File: src/verilog/link_evt_pkg.sv
// Purpose: Shared constants for the link event, prescaler and capture bank
// Assumes: 32-bit register data, byte offsets on a 20-bit address
// Notes: Offsets from 12020h on are local additions for control and interrupts
package link_evt_pkg;
  localparam int NPORT = 4;
  localparam int ADDR_W = 20;
  localparam int DATA_W = 32;
  localparam int PAYLOAD_W = 128;
  localparam int NWORD = 4;
  localparam int DIV_W = 8;
  localparam int RST_SEQ_LEN = 4;
  localparam logic [1:0] RST_SEQ_LAST = 2'(RST_SEQ_LEN - 1);

  localparam logic [19:0] OFF_DIV = 20'h12008;
  localparam logic [19:0] OFF_PW0 = 20'h12010;
  localparam logic [19:0] OFF_PW1 = 20'h12014;
  localparam logic [19:0] OFF_PW2 = 20'h12018;
  localparam logic [19:0] OFF_PW3 = 20'h1201C;
  localparam logic [19:0] OFF_CFG = 20'h12020;
  localparam logic [19:0] OFF_IRQ_STAT = 20'h12024;
  localparam logic [19:0] OFF_IRQ_CLR = 20'h12028;
  localparam logic [19:0] OFF_IRQ_EN = 20'h1202C;

  // Operating config bit positions
  localparam int CFG_MCAST_EN = 5;
  localparam int CFG_MCAST_FLAG = 4;
  localparam int CFG_RST_EN = 3;
  localparam int CFG_RST_FLAG = 2;
  localparam int CFG_PORTWRITE_IN_INT_ENABLE = 1;
  localparam int CFG_PW_FLAG = 0;

  // Event index in status, clear and enable registers
  localparam int EV_PW = 0;
  localparam int EV_RST = 1;
  localparam int EV_MCAST = 2;
  localparam int NEV = 3;

  localparam logic [7:0] DIV_RESET = 8'h01;
  localparam logic [31:0] CAPT_RESET = 32'h00000000;
  localparam logic [2:0] EV_RESET = 3'h0;
endpackage

File: src/verilog/link_evt_if.sv
// Purpose: Carries divider, tick and reset symbol traffic between submodules
// Assumes: One clock domain
// Notes: ctrl is the register bank end
`timescale 1ns/1ns
interface link_evt_if;
  logic [7:0] div;
  logic tick;
  logic [3:0] sym_valid;
  logic [3:0] sym_reset;
  logic [3:0] rst_seen;
  modport ctrl (output div, sym_valid, sym_reset, input tick, rst_seen);
  modport pre (input div, output tick);
  modport rcnt (input sym_valid, sym_reset, output rst_seen);
endinterface

File: src/verilog/tick_prescaler.sv
// Purpose: Divides the system clock into a common timer tick
// Assumes: Divider value N gives one tick every N+1 clocks
// Notes: A lowered divider takes effect at once
`timescale 1ns/1ns
module tick_prescaler
  import link_evt_pkg::*;
(
  // Clock and reset
  input wire logic clk_sys,
  input wire logic rst_n,
  // Divider and tick
  link_evt_if.pre evt
);
  logic [7:0] cnt_q;
  logic tick_q;

  always_ff @(posedge clk_sys or negedge rst_n)
  begin
    if (!rst_n)
    begin
      cnt_q <= 8'h00;
      tick_q <= 1'b0;
    end
    else if (cnt_q >= evt.div)
    begin
      cnt_q <= 8'h00;
      tick_q <= 1'b1;
    end
    else
    begin
      cnt_q <= cnt_q + 8'h01;
      tick_q <= 1'b0;
    end
  end

  assign evt.tick = tick_q;
endmodule

File: src/verilog/rst_seq_counter.sv
// Purpose: Detects four reset control symbols in a row on each port
// Assumes: Non-reset symbols break the run, idle cycles do not
// Notes: Counter restarts after each detected run
`timescale 1ns/1ns
module rst_seq_counter
  import link_evt_pkg::*;
(
  // Clock and reset
  input wire logic clk_sys,
  input wire logic rst_n,
  // Symbols in, detections out
  link_evt_if.rcnt evt
);
  logic [1:0] cnt_q [NPORT];
  logic [3:0] hit_q;

  for (genvar p = 0; p < NPORT; p++)
  begin : g_port
    always_ff @(posedge clk_sys or negedge rst_n)
    begin
      if (!rst_n)
      begin
        cnt_q[p] <= 2'h0;
        hit_q[p] <= 1'b0;
      end
      else if (evt.sym_valid[p] && evt.sym_reset[p])
      begin
        hit_q[p] <= (cnt_q[p] == RST_SEQ_LAST);
        cnt_q[p] <= (cnt_q[p] == RST_SEQ_LAST) ? 2'h0 : cnt_q[p] + 2'h1;
      end
      else
      begin
        hit_q[p] <= 1'b0;
        if (evt.sym_valid[p])
          cnt_q[p] <= 2'h0;
      end
    end
  end

  assign evt.rst_seen = hit_q;
endmodule

File: src/verilog/link_evt_bank.sv
// Purpose: Sticky link events, interrupts, timer prescaler and port-write capture
// Assumes: Register strobes one cycle long, read data valid the cycle after
// Notes: Status, clear and enable registers alias the config flag and enable bits
`timescale 1ns/1ns
module link_evt_bank
  import link_evt_pkg::*;
(
  // Clock and reset
  input wire logic clk_sys,
  input wire logic rst_n,
  // Register port
  input wire logic [19:0] addr,
  input wire logic [31:0] wr_data,
  input wire logic wr_en,
  input wire logic rd_en,
  output logic [31:0] rd_data,
  // Received control symbols, one lane per port
  input wire logic [3:0] sym_valid,
  input wire logic [3:0] sym_reset,
  input wire logic [3:0] sym_mcast,
  // Incoming port-write
  input wire logic pw_valid,
  input wire logic [127:0] pw_payload,
  // Interrupts and tick
  output logic mcast_int_out,
  output logic rst_int_out,
  output logic portwrite_in_int_out,
  output logic int_out,
  output logic timer_tick
);
  link_evt_if evt ();

  logic [7:0] tick_divider_value_q;
  logic [2:0] flag_q;
  logic [2:0] flag_d;
  logic [2:0] en_q;
  logic [2:0] en_d;
  logic [2:0] ev_in;
  logic [2:0] clr;
  logic [31:0] word_q [NWORD];
  logic [31:0] rd_data_q;
  logic [31:0] rd_mux;
  logic int_q;
  logic cfg_wr;

  tick_prescaler u_pre (
    .clk_sys(clk_sys),
    .rst_n(rst_n),
    .evt(evt.pre)
  );

  rst_seq_counter u_rcnt (
    .clk_sys(clk_sys),
    .rst_n(rst_n),
    .evt(evt.rcnt)
  );

  assign evt.div = tick_divider_value_q;
  assign evt.sym_valid = sym_valid;
  assign evt.sym_reset = sym_reset;

  assign cfg_wr = wr_en && (addr == OFF_CFG);

  // Events and write-one clears from either the config or the clear register
  always_comb
  begin
    ev_in = 3'h0;
    ev_in[EV_MCAST] = |(sym_valid & sym_mcast);
    ev_in[EV_RST] = |evt.rst_seen;
    ev_in[EV_PW] = pw_valid;
    clr = 3'h0;
    if (cfg_wr)
    begin
      clr[EV_MCAST] = wr_data[CFG_MCAST_FLAG];
      clr[EV_RST] = wr_data[CFG_RST_FLAG];
      clr[EV_PW] = wr_data[CFG_PW_FLAG];
    end
    else if (wr_en && addr == OFF_IRQ_CLR)
      clr = wr_data[2:0];
    flag_d = ev_in | (flag_q & ~clr);
  end

  always_ff @(posedge clk_sys or negedge rst_n)
  begin
    if (!rst_n)
      flag_q <= EV_RESET;
    else
      flag_q <= flag_d;
  end

  // Enables from either the config or the enable register
  always_comb
  begin
    en_d = en_q;
    if (cfg_wr)
    begin
      en_d[EV_MCAST] = wr_data[CFG_MCAST_EN];
      en_d[EV_RST] = wr_data[CFG_RST_EN];
      en_d[EV_PW] = wr_data[CFG_PORTWRITE_IN_INT_ENABLE];
    end
    else if (wr_en && addr == OFF_IRQ_EN)
      en_d = wr_data[2:0];
  end

  always_ff @(posedge clk_sys or negedge rst_n)
  begin
    if (!rst_n)
      en_q <= EV_RESET;
    else
      en_q <= en_d;
  end

  // Combined level interrupt follows enabled flags with no extra lag
  always_ff @(posedge clk_sys or negedge rst_n)
  begin
    if (!rst_n)
      int_q <= 1'b0;
    else
      int_q <= |(flag_d & en_d);
  end

  always_ff @(posedge clk_sys or negedge rst_n)
  begin
    if (!rst_n)
      tick_divider_value_q <= DIV_RESET;
    else if (wr_en && addr == OFF_DIV)
      tick_divider_value_q <= wr_data[7:0];
  end

  for (genvar k = 0; k < NWORD; k++)
  begin : g_capt
    always_ff @(posedge clk_sys or negedge rst_n)
    begin
      if (!rst_n)
        word_q[k] <= CAPT_RESET;
      else if (pw_valid)
        word_q[k] <= pw_payload[32*k +: 32];
    end
  end

  always_comb
  begin
    rd_mux = 32'h00000000;
    case (addr)
      OFF_DIV: rd_mux = {24'h000000, tick_divider_value_q};
      OFF_PW0: rd_mux = word_q[0];
      OFF_PW1: rd_mux = word_q[1];
      OFF_PW2: rd_mux = word_q[2];
      OFF_PW3: rd_mux = word_q[3];
      OFF_CFG:
      begin
        rd_mux[CFG_MCAST_EN] = en_q[EV_MCAST];
        rd_mux[CFG_MCAST_FLAG] = flag_q[EV_MCAST];
        rd_mux[CFG_RST_EN] = en_q[EV_RST];
        rd_mux[CFG_RST_FLAG] = flag_q[EV_RST];
        rd_mux[CFG_PORTWRITE_IN_INT_ENABLE] = en_q[EV_PW];
        rd_mux[CFG_PW_FLAG] = flag_q[EV_PW];
      end
      OFF_IRQ_STAT: rd_mux = {29'h00000000, flag_q};
      OFF_IRQ_EN: rd_mux = {29'h00000000, en_q};
      default: rd_mux = 32'h00000000;
    endcase
  end

  always_ff @(posedge clk_sys or negedge rst_n)
  begin
    if (!rst_n)
      rd_data_q <= 32'h00000000;
    else if (rd_en)
      rd_data_q <= rd_mux;
    else
      rd_data_q <= 32'h00000000;
  end

  assign rd_data = rd_data_q;
  assign mcast_int_out = flag_q[EV_MCAST];
  assign rst_int_out = flag_q[EV_RST];
  assign portwrite_in_int_out = flag_q[EV_PW];
  assign int_out = int_q;
  assign timer_tick = evt.tick;
endmodule

File: config.mk
export PLATFORM = sky130hd
export DESIGN_NAME = link_evt_bank
export DESIGN_NICKNAME = d
export VERILOG_FILES = /design/src/verilog/link_evt_pkg.sv /design/src/verilog/link_evt_if.sv /design/src/verilog/tick_prescaler.sv /design/src/verilog/rst_seq_counter.sv /design/src/verilog/link_evt_bank.sv
export SDC_FILE = /design/constraint.sdc
export NUM_CORES = 1
export LEC_CHECK = 0
export BUFFER_PORTS_ARGS = -buffer_cell sky130_fd_sc_hd__buf_2
export CORE_ASPECT_RATIO = 1.25
export CORE_MARGIN = 3
export CORE_UTILIZATION = 47
export CTS_CLUSTER_SIZE = 25
export DETAILED_ROUTE_END_ITERATION = 10
export PLACE_DENSITY = 0.76
export REMOVE_ABC_BUFFERS = 1
export SLEW_MARGIN = 5
export SYNTH_ARGS = -nofsm -noshare
export SYNTH_HDL_FRONTEND = slang
export SYNTH_SLANG_ARGS = --single-unit
File: constraint.sdc
create_clock -name clk_sys -period 2.1 [get_ports clk_sys]
set_clock_uncertainty 0.2 [all_clocks]
set_input_delay 0.63 -clock clk_sys [delete_from_list [all_inputs] [get_ports clk_sys]]
set_output_delay 0.63 -clock clk_sys [all_outputs]
set_load 0.03 [all_outputs]
Word level (Yosys, flattened, before mapping):

Cells that the tools add are included.

* add/sub/neg operators: 5
* order comparisons: 1
* eq/ne operators: 13
* multiplexer cells: 25
* bitwise logic cells: 5
* reductions and logical operators: 15

Operators by type and width (number)
* equality test 20 x 17 -> 1 bit, second input constant: 9
* case mux 26 bit (5 select lines): 1
* case mux 6 bit (8 select lines): 1
* 2-to-1 mux 32 bit: 1
* 2-to-1 mux 2 bit: 12
* 2-to-1 mux 3 bit: 4
* adder 2 x 1 -> 2 bit, second input constant: 4
* adder 8 x 1 -> 8 bit, second input constant: 1
* equality test 2 bit, second input constant: 4
* >= comparator 8 bit: 1
* logical AND 1 bit: 8
* 2-to-1 mux 8 bit: 1
* nonzero test 2 bit: 4
* OR reduction 4 bit: 2
* bitwise AND 3 bit: 2
* 2-to-1 mux 1 bit: 5
* bitwise AND 4 bit: 1
* NOT 3 bit: 1
* OR 3 bit: 1
* OR reduction 3 bit: 1

* flip-flop bits (word level): 196
* input bits: 197
* output and inout bits: 37
* word-level logic and storage cells: 83

Logic depth before layout (Yosys ltp):

* depth after elaboration: 9
* gate-level depth with buffers: 9
* mapped depth without buffers: 8

Cells and area by module:

From an unflattened synthesis, not the netlist that was laid out.

* cells, all modules: 587
* area, all modules: 8687.1 µm²

Modules (own cells, without submodules)
* link_evt_bank: times used 1, cells each 488, area an instance 7586.0 µm², seq. area each 4380.5 µm²
* tick_prescaler: times used 1, cells each 55, area an instance 580.6 µm², seq. area each 225.2 µm²
* rst_seq_counter: times used 1, cells each 44, area an instance 520.5 µm², seq. area each 300.3 µm²

Least setup slack after synthesis:

OpenSTA, ideal clock, no wires.

* path kind: input -> register
* start: input addr[10]
* end: register int_q (netlist: int_out)
* data arrival time: 2.253 ns
* data required time: 1.782 ns
* slack: -0.472 ns
* cell stages on the path: 6
* cells stage by stage: nor4b_4 > nand2_2 > or4_1 > o221a_2 > a22o_1 > a21o_1

* elaborated cells on any way between the ends: 15
* those cells by class: eq/ne: 3; mux: 4; bitwise: 4; reduce/logical: 4

RTL lines
* from (decl): line link_evt_bank.sv:12 `input wire logic [19:0] addr,`
* equality test 20 x 17 -> 1 bit: line link_evt_bank.sv:101 `else if (wr_en && addr == OFF_IRQ_EN)`
* logical AND 1 bit: line link_evt_bank.sv:101
* 2-to-1 mux 3 bit: line link_evt_bank.sv:101
* 2-to-1 mux 3 bit (*): line link_evt_bank.sv:95 `if (cfg_wr)`
* net en_d[2]: line link_evt_bank.sv:37 `logic [2:0] en_d;`
* bitwise AND 3 bit (*): line link_evt_bank.sv:119 `int_q <= |(flag_d & en_d);`
* OR reduction 3 bit (*): line link_evt_bank.sv:119
* to (signal assigned): line link_evt_bank.sv:119
* to (decl): line link_evt_bank.sv:43 `logic int_q;`

Mark *: on every way through the listed nets, which the timed path passes. The rest lies on a longest branch.
A chain may end at the register's enable or synchronous reset.

Worst setup path in the final report:

* start: input addr[6]
* end: register int_q (netlist: int_out)

Same word-level chain as after synthesis.

==> impl_metrics.yaml <==
worst_setup_path:
  critical_path.endpoint: "int_out"
  critical-path-max-stage-delay_ps: 510
  r2r_startpoint: "evt.div[0]"
  critPathLaunch: "addr[6]"
  crit_chain: "buf_6 -> nor4_4 -> buf_4 -> nand3_1 -> or4_4 -> o221a_1 -> a22o_1 -> a21o_1"
  worst-path-max-fanout: 4
  rrSetupSlack_ps: 20
  worst-setup-path-type: "input pin to flip-flop"
  cp-end-kind: "flip-flop"
  critical_path.n_buffers_inverters: 2
  worst_ep_required_time_ps: 2220
  cell_family_with_most_cp_delay: "simple AND/OR/NAND/NOR gates"
  cp.arrival_ps: 2420
  r2r_end: "u_pre.cnt_q[1]"
  cpMaxStageDelayCell: "sky130_fd_sc_hd__or4_4"
  timing.critical_path.from_type: "input pin"
  cp.depth: 8
  reg2reg_depth: 7
power_and_ir_drop:
  power_density_nw_per_um2: 743
  power.static_leakage_nw: 5.18
  fin_total_pwr_mw: 8.41
  worst_vdd_ir_mv: 0.551
clock_tree:
  cts_root_buf: "sky130_fd_sc_hd__clkbuf_16"
  clkTransAtPathRegs_ps: 80
  cts_tree: "built"
  insertion_delay_ps: 420
  htree_num_levels: 4
  tritoncts_num_sinks: 196
  cts_inserted_buffers: 17
  clockBufferDepth: 2
routing:
  routedWlPerCell_um: 20.2
  drt_first_pass_iters: 8
  route.vias.total: 6303
  post-route-drc-count: 0
  antenna_violating_nets_post_route: 0
  avgViaCountPerCell: 5.59
  postRouteWirelength_mm: 22.8
  drt-initial-drc-count: 524
layout:
  final.fill_count: 1223
  multiInputGateArea_um2: 3300
  most-common-layout-cells: "199 x sky130_fd_sc_hd__buf_2, 195 x sky130_fd_sc_hd__dfrtp_1, 137 x sky130_fd_sc_hd__mux2_2"
  flow.area_growth_from_synthesis_pct: 36.8
  layout.nets: 1103
  layout_commonest_cell: "sky130_fd_sc_hd__buf_2"
  drive_above_1_share_pct: 53.8
  seqCellArea_um2: 4910
  postLayoutCoreUtil_pct: 66.4
sta:
  timing.max_slew.rel_slack_pct: 69.6
  setup_viol: 38
  final_min_period_over_clock_period_pct: 110
  rsz0062_at_grt: "true"
  finalMaxSlewViolations: 0
  period_needed_ps: 2300
  finalHoldViolations: 0
  max_clock_freq_mhz: 434
  worstMarginPinSlew_ps: 455
  timing.final.ws_setup_ps: -202
synthesis:
  ys_async_sr_fraction_pct: 100
  synth-main-ff-cell: "sky130_fd_sc_hd__dfrtp_1"
  post-synth-top-area-cell: "sky130_fd_sc_hd__dfrtp_1"
  post_synth_num_cell_types: 46
  syn_area_um2: 8270
  synth.avg_cell_area_um2: 13.5
  synth-warning-count: 0
  synth_sequential_area_ratio_pct: 59.3
  edff_count_synth: 0
  synth_top_area_share_pct: 59.0
  post_synth_main_area_contributors: "sky130_fd_sc_hd__dfrtp_1 59%, sky130_fd_sc_hd__mux2_2 19%, sky130_fd_sc_hd__a222oi_1 4.2%, sky130_fd_sc_hd__a21oi_1 2.0%, sky130_fd_sc_hd__ha_1 2.0%"
  synth_instances: 611
  ys_seq_elements: 196
grt:
  remaining_global_route_overflow: 0
  grt_start_max_net_pins: 47
  number_of_global_route_vias_before_repair: 6708
  grt_pass1_wl_mm: 35.8
  number_of_antenna_violations_at_the_first_check_in_global_routing: 2
  global_route.usage.total_pct: 23.6
floorplan:
  initial_utilization_pct: 48.6
  std_cell_rows: 53
  floorplan.core_area_um2: 17000
  num_io_pins: 234
  die_height_um: 154
  die_x_um: 125
  design.die.area_um2: 19200
status:
  outcome: "finished, violations left"
  failed_checks: "setup timing"
placed_design:
  detailed_place_hpwl_mm: 15.7
  place_congestion: 0.818
  port-buffer-count: 209
job:
  cap_violations: 0
worst_hold_path:
  hold_class: "input pin to flip-flop"
-- metal layers --
layer | global-route usage, % | wire (µm)
met1 | 28.5 | 8830
met3 | 5.98 | 1540
met5 | 0 | 7
met4 | 6.95 | 305
met2 | 41.9 | 12100
-- cell usage after synthesis, types with 4 or more instances --
master,n
sky130_fd_sc_hd__xor2_1,5
sky130_fd_sc_hd__nand2_1,30
sky130_fd_sc_hd__nand3_1,19
sky130_fd_sc_hd__buf_2,6
sky130_fd_sc_hd__a22oi_1,8
sky130_fd_sc_hd__a222oi_1,35
sky130_fd_sc_hd__ha_1,13
sky130_fd_sc_hd__inv_1,16
sky130_fd_sc_hd__clkbuf_1,24
sky130_fd_sc_hd__o21ai_0,8
sky130_fd_sc_hd__nand2b_1,4
sky130_fd_sc_hd__dfrtp_1,195
sky130_fd_sc_hd__nor2_1,16
sky130_fd_sc_hd__a21oi_1,33
sky130_fd_sc_hd__and3_1,7
sky130_fd_sc_hd__mux2_2,137
-- stage by stage --
step	instance area, µm²	hold WS, ps	TNS (ps)	worst slack, ps	std cells
2_1_floorplan	8150	134	-45200	-1310	580
3_3_place_gp	10200	263	-23150	-620	1072
3_5_place_dp	10200	260	-25470	-654	1072
4_1_cts	11300	210	-3230	-174	1123
5_1_grt	11300	205	-5470	-249	1127
6_report	11300	226	-2510	-202	1127
-- cell families after synthesis --
family | Yosys count | share of synthesized area [%]
mux | 140 | 19.0
fa+ha+maj | 13 | 1.97
buf+inv | 47 | 2.22
compound gates | 102 | 9.27
flops | 196 | 59.3
simple gates | 105 | 7.38
xor+xnor | 8 | 0.847
-- how the worst min path moves through the flow --
stage                      startpoint  cells past startpoint           to  slack (ps)
3_5_place_dp   u_rcnt.evt.rst_seen[2]                      2    flag_q[1]         260
3_3_place_gp   u_rcnt.evt.rst_seen[2]                      2    flag_q[1]         260
2_1_floorplan                   rst_n                      0      en_q[0]         130
5_1_grt                pw_payload[76]                      2   word_q[44]         200
6_report               pw_payload[15]                      2  word_q[111]         230
4_1_cts                pw_payload[13]                      2  word_q[109]         210
-- state kept, by name, summed over array words and instances, names as in the netlist --
register             cells
u_pre.evt.tick           1
u_rcnt.evt.rst_seen      4
int_out                  1
u_pre.cnt_q              8
en_q                     3
u_rcnt.cnt_q             8
evt.div                  8
rd_data                 32
word_q                 128
flag_q                   3
-- report_power, final --
| part | internal, mW | leakage, nW | total, mW | switching (mW) |
|---|---|---|---|---|
| Clock | 1.85 | 0.301 | 3.41 | 1.55 |
| Combinational | 0.454 | 2.47 | 0.787 | 0.333 |
| Sequential | 4.05 | 2.41 | 4.22 | 0.165 |
| Total | 6.36 | 5.18 | 8.41 | 2.05 |
-- what timing repair did --
action | in CTS | in global routing
cloned | 7 | 0
resized for setup | 36 | 7
endpoints found under the setup margin | 49 | 47
setup buffers | 12 | 3
hold buffers | 1 | 0
hold endpoints to repair | 24 | 0
pin swaps | 29 | 7
-- final cells by class --
type | instances | area share (%)
inverters | 16 | 0.531
multi-input cells | 369 | 29.1
clock buffers | 18 | 3.88
well taps | 220 | 2.43
flip-flops and latches | 196 | 43.3
diodes | 1 | 0.0221
clock inverters | 14 | 1.64
repair buffers | 293 | 19.0
Power figures use the tool's default switching activity.
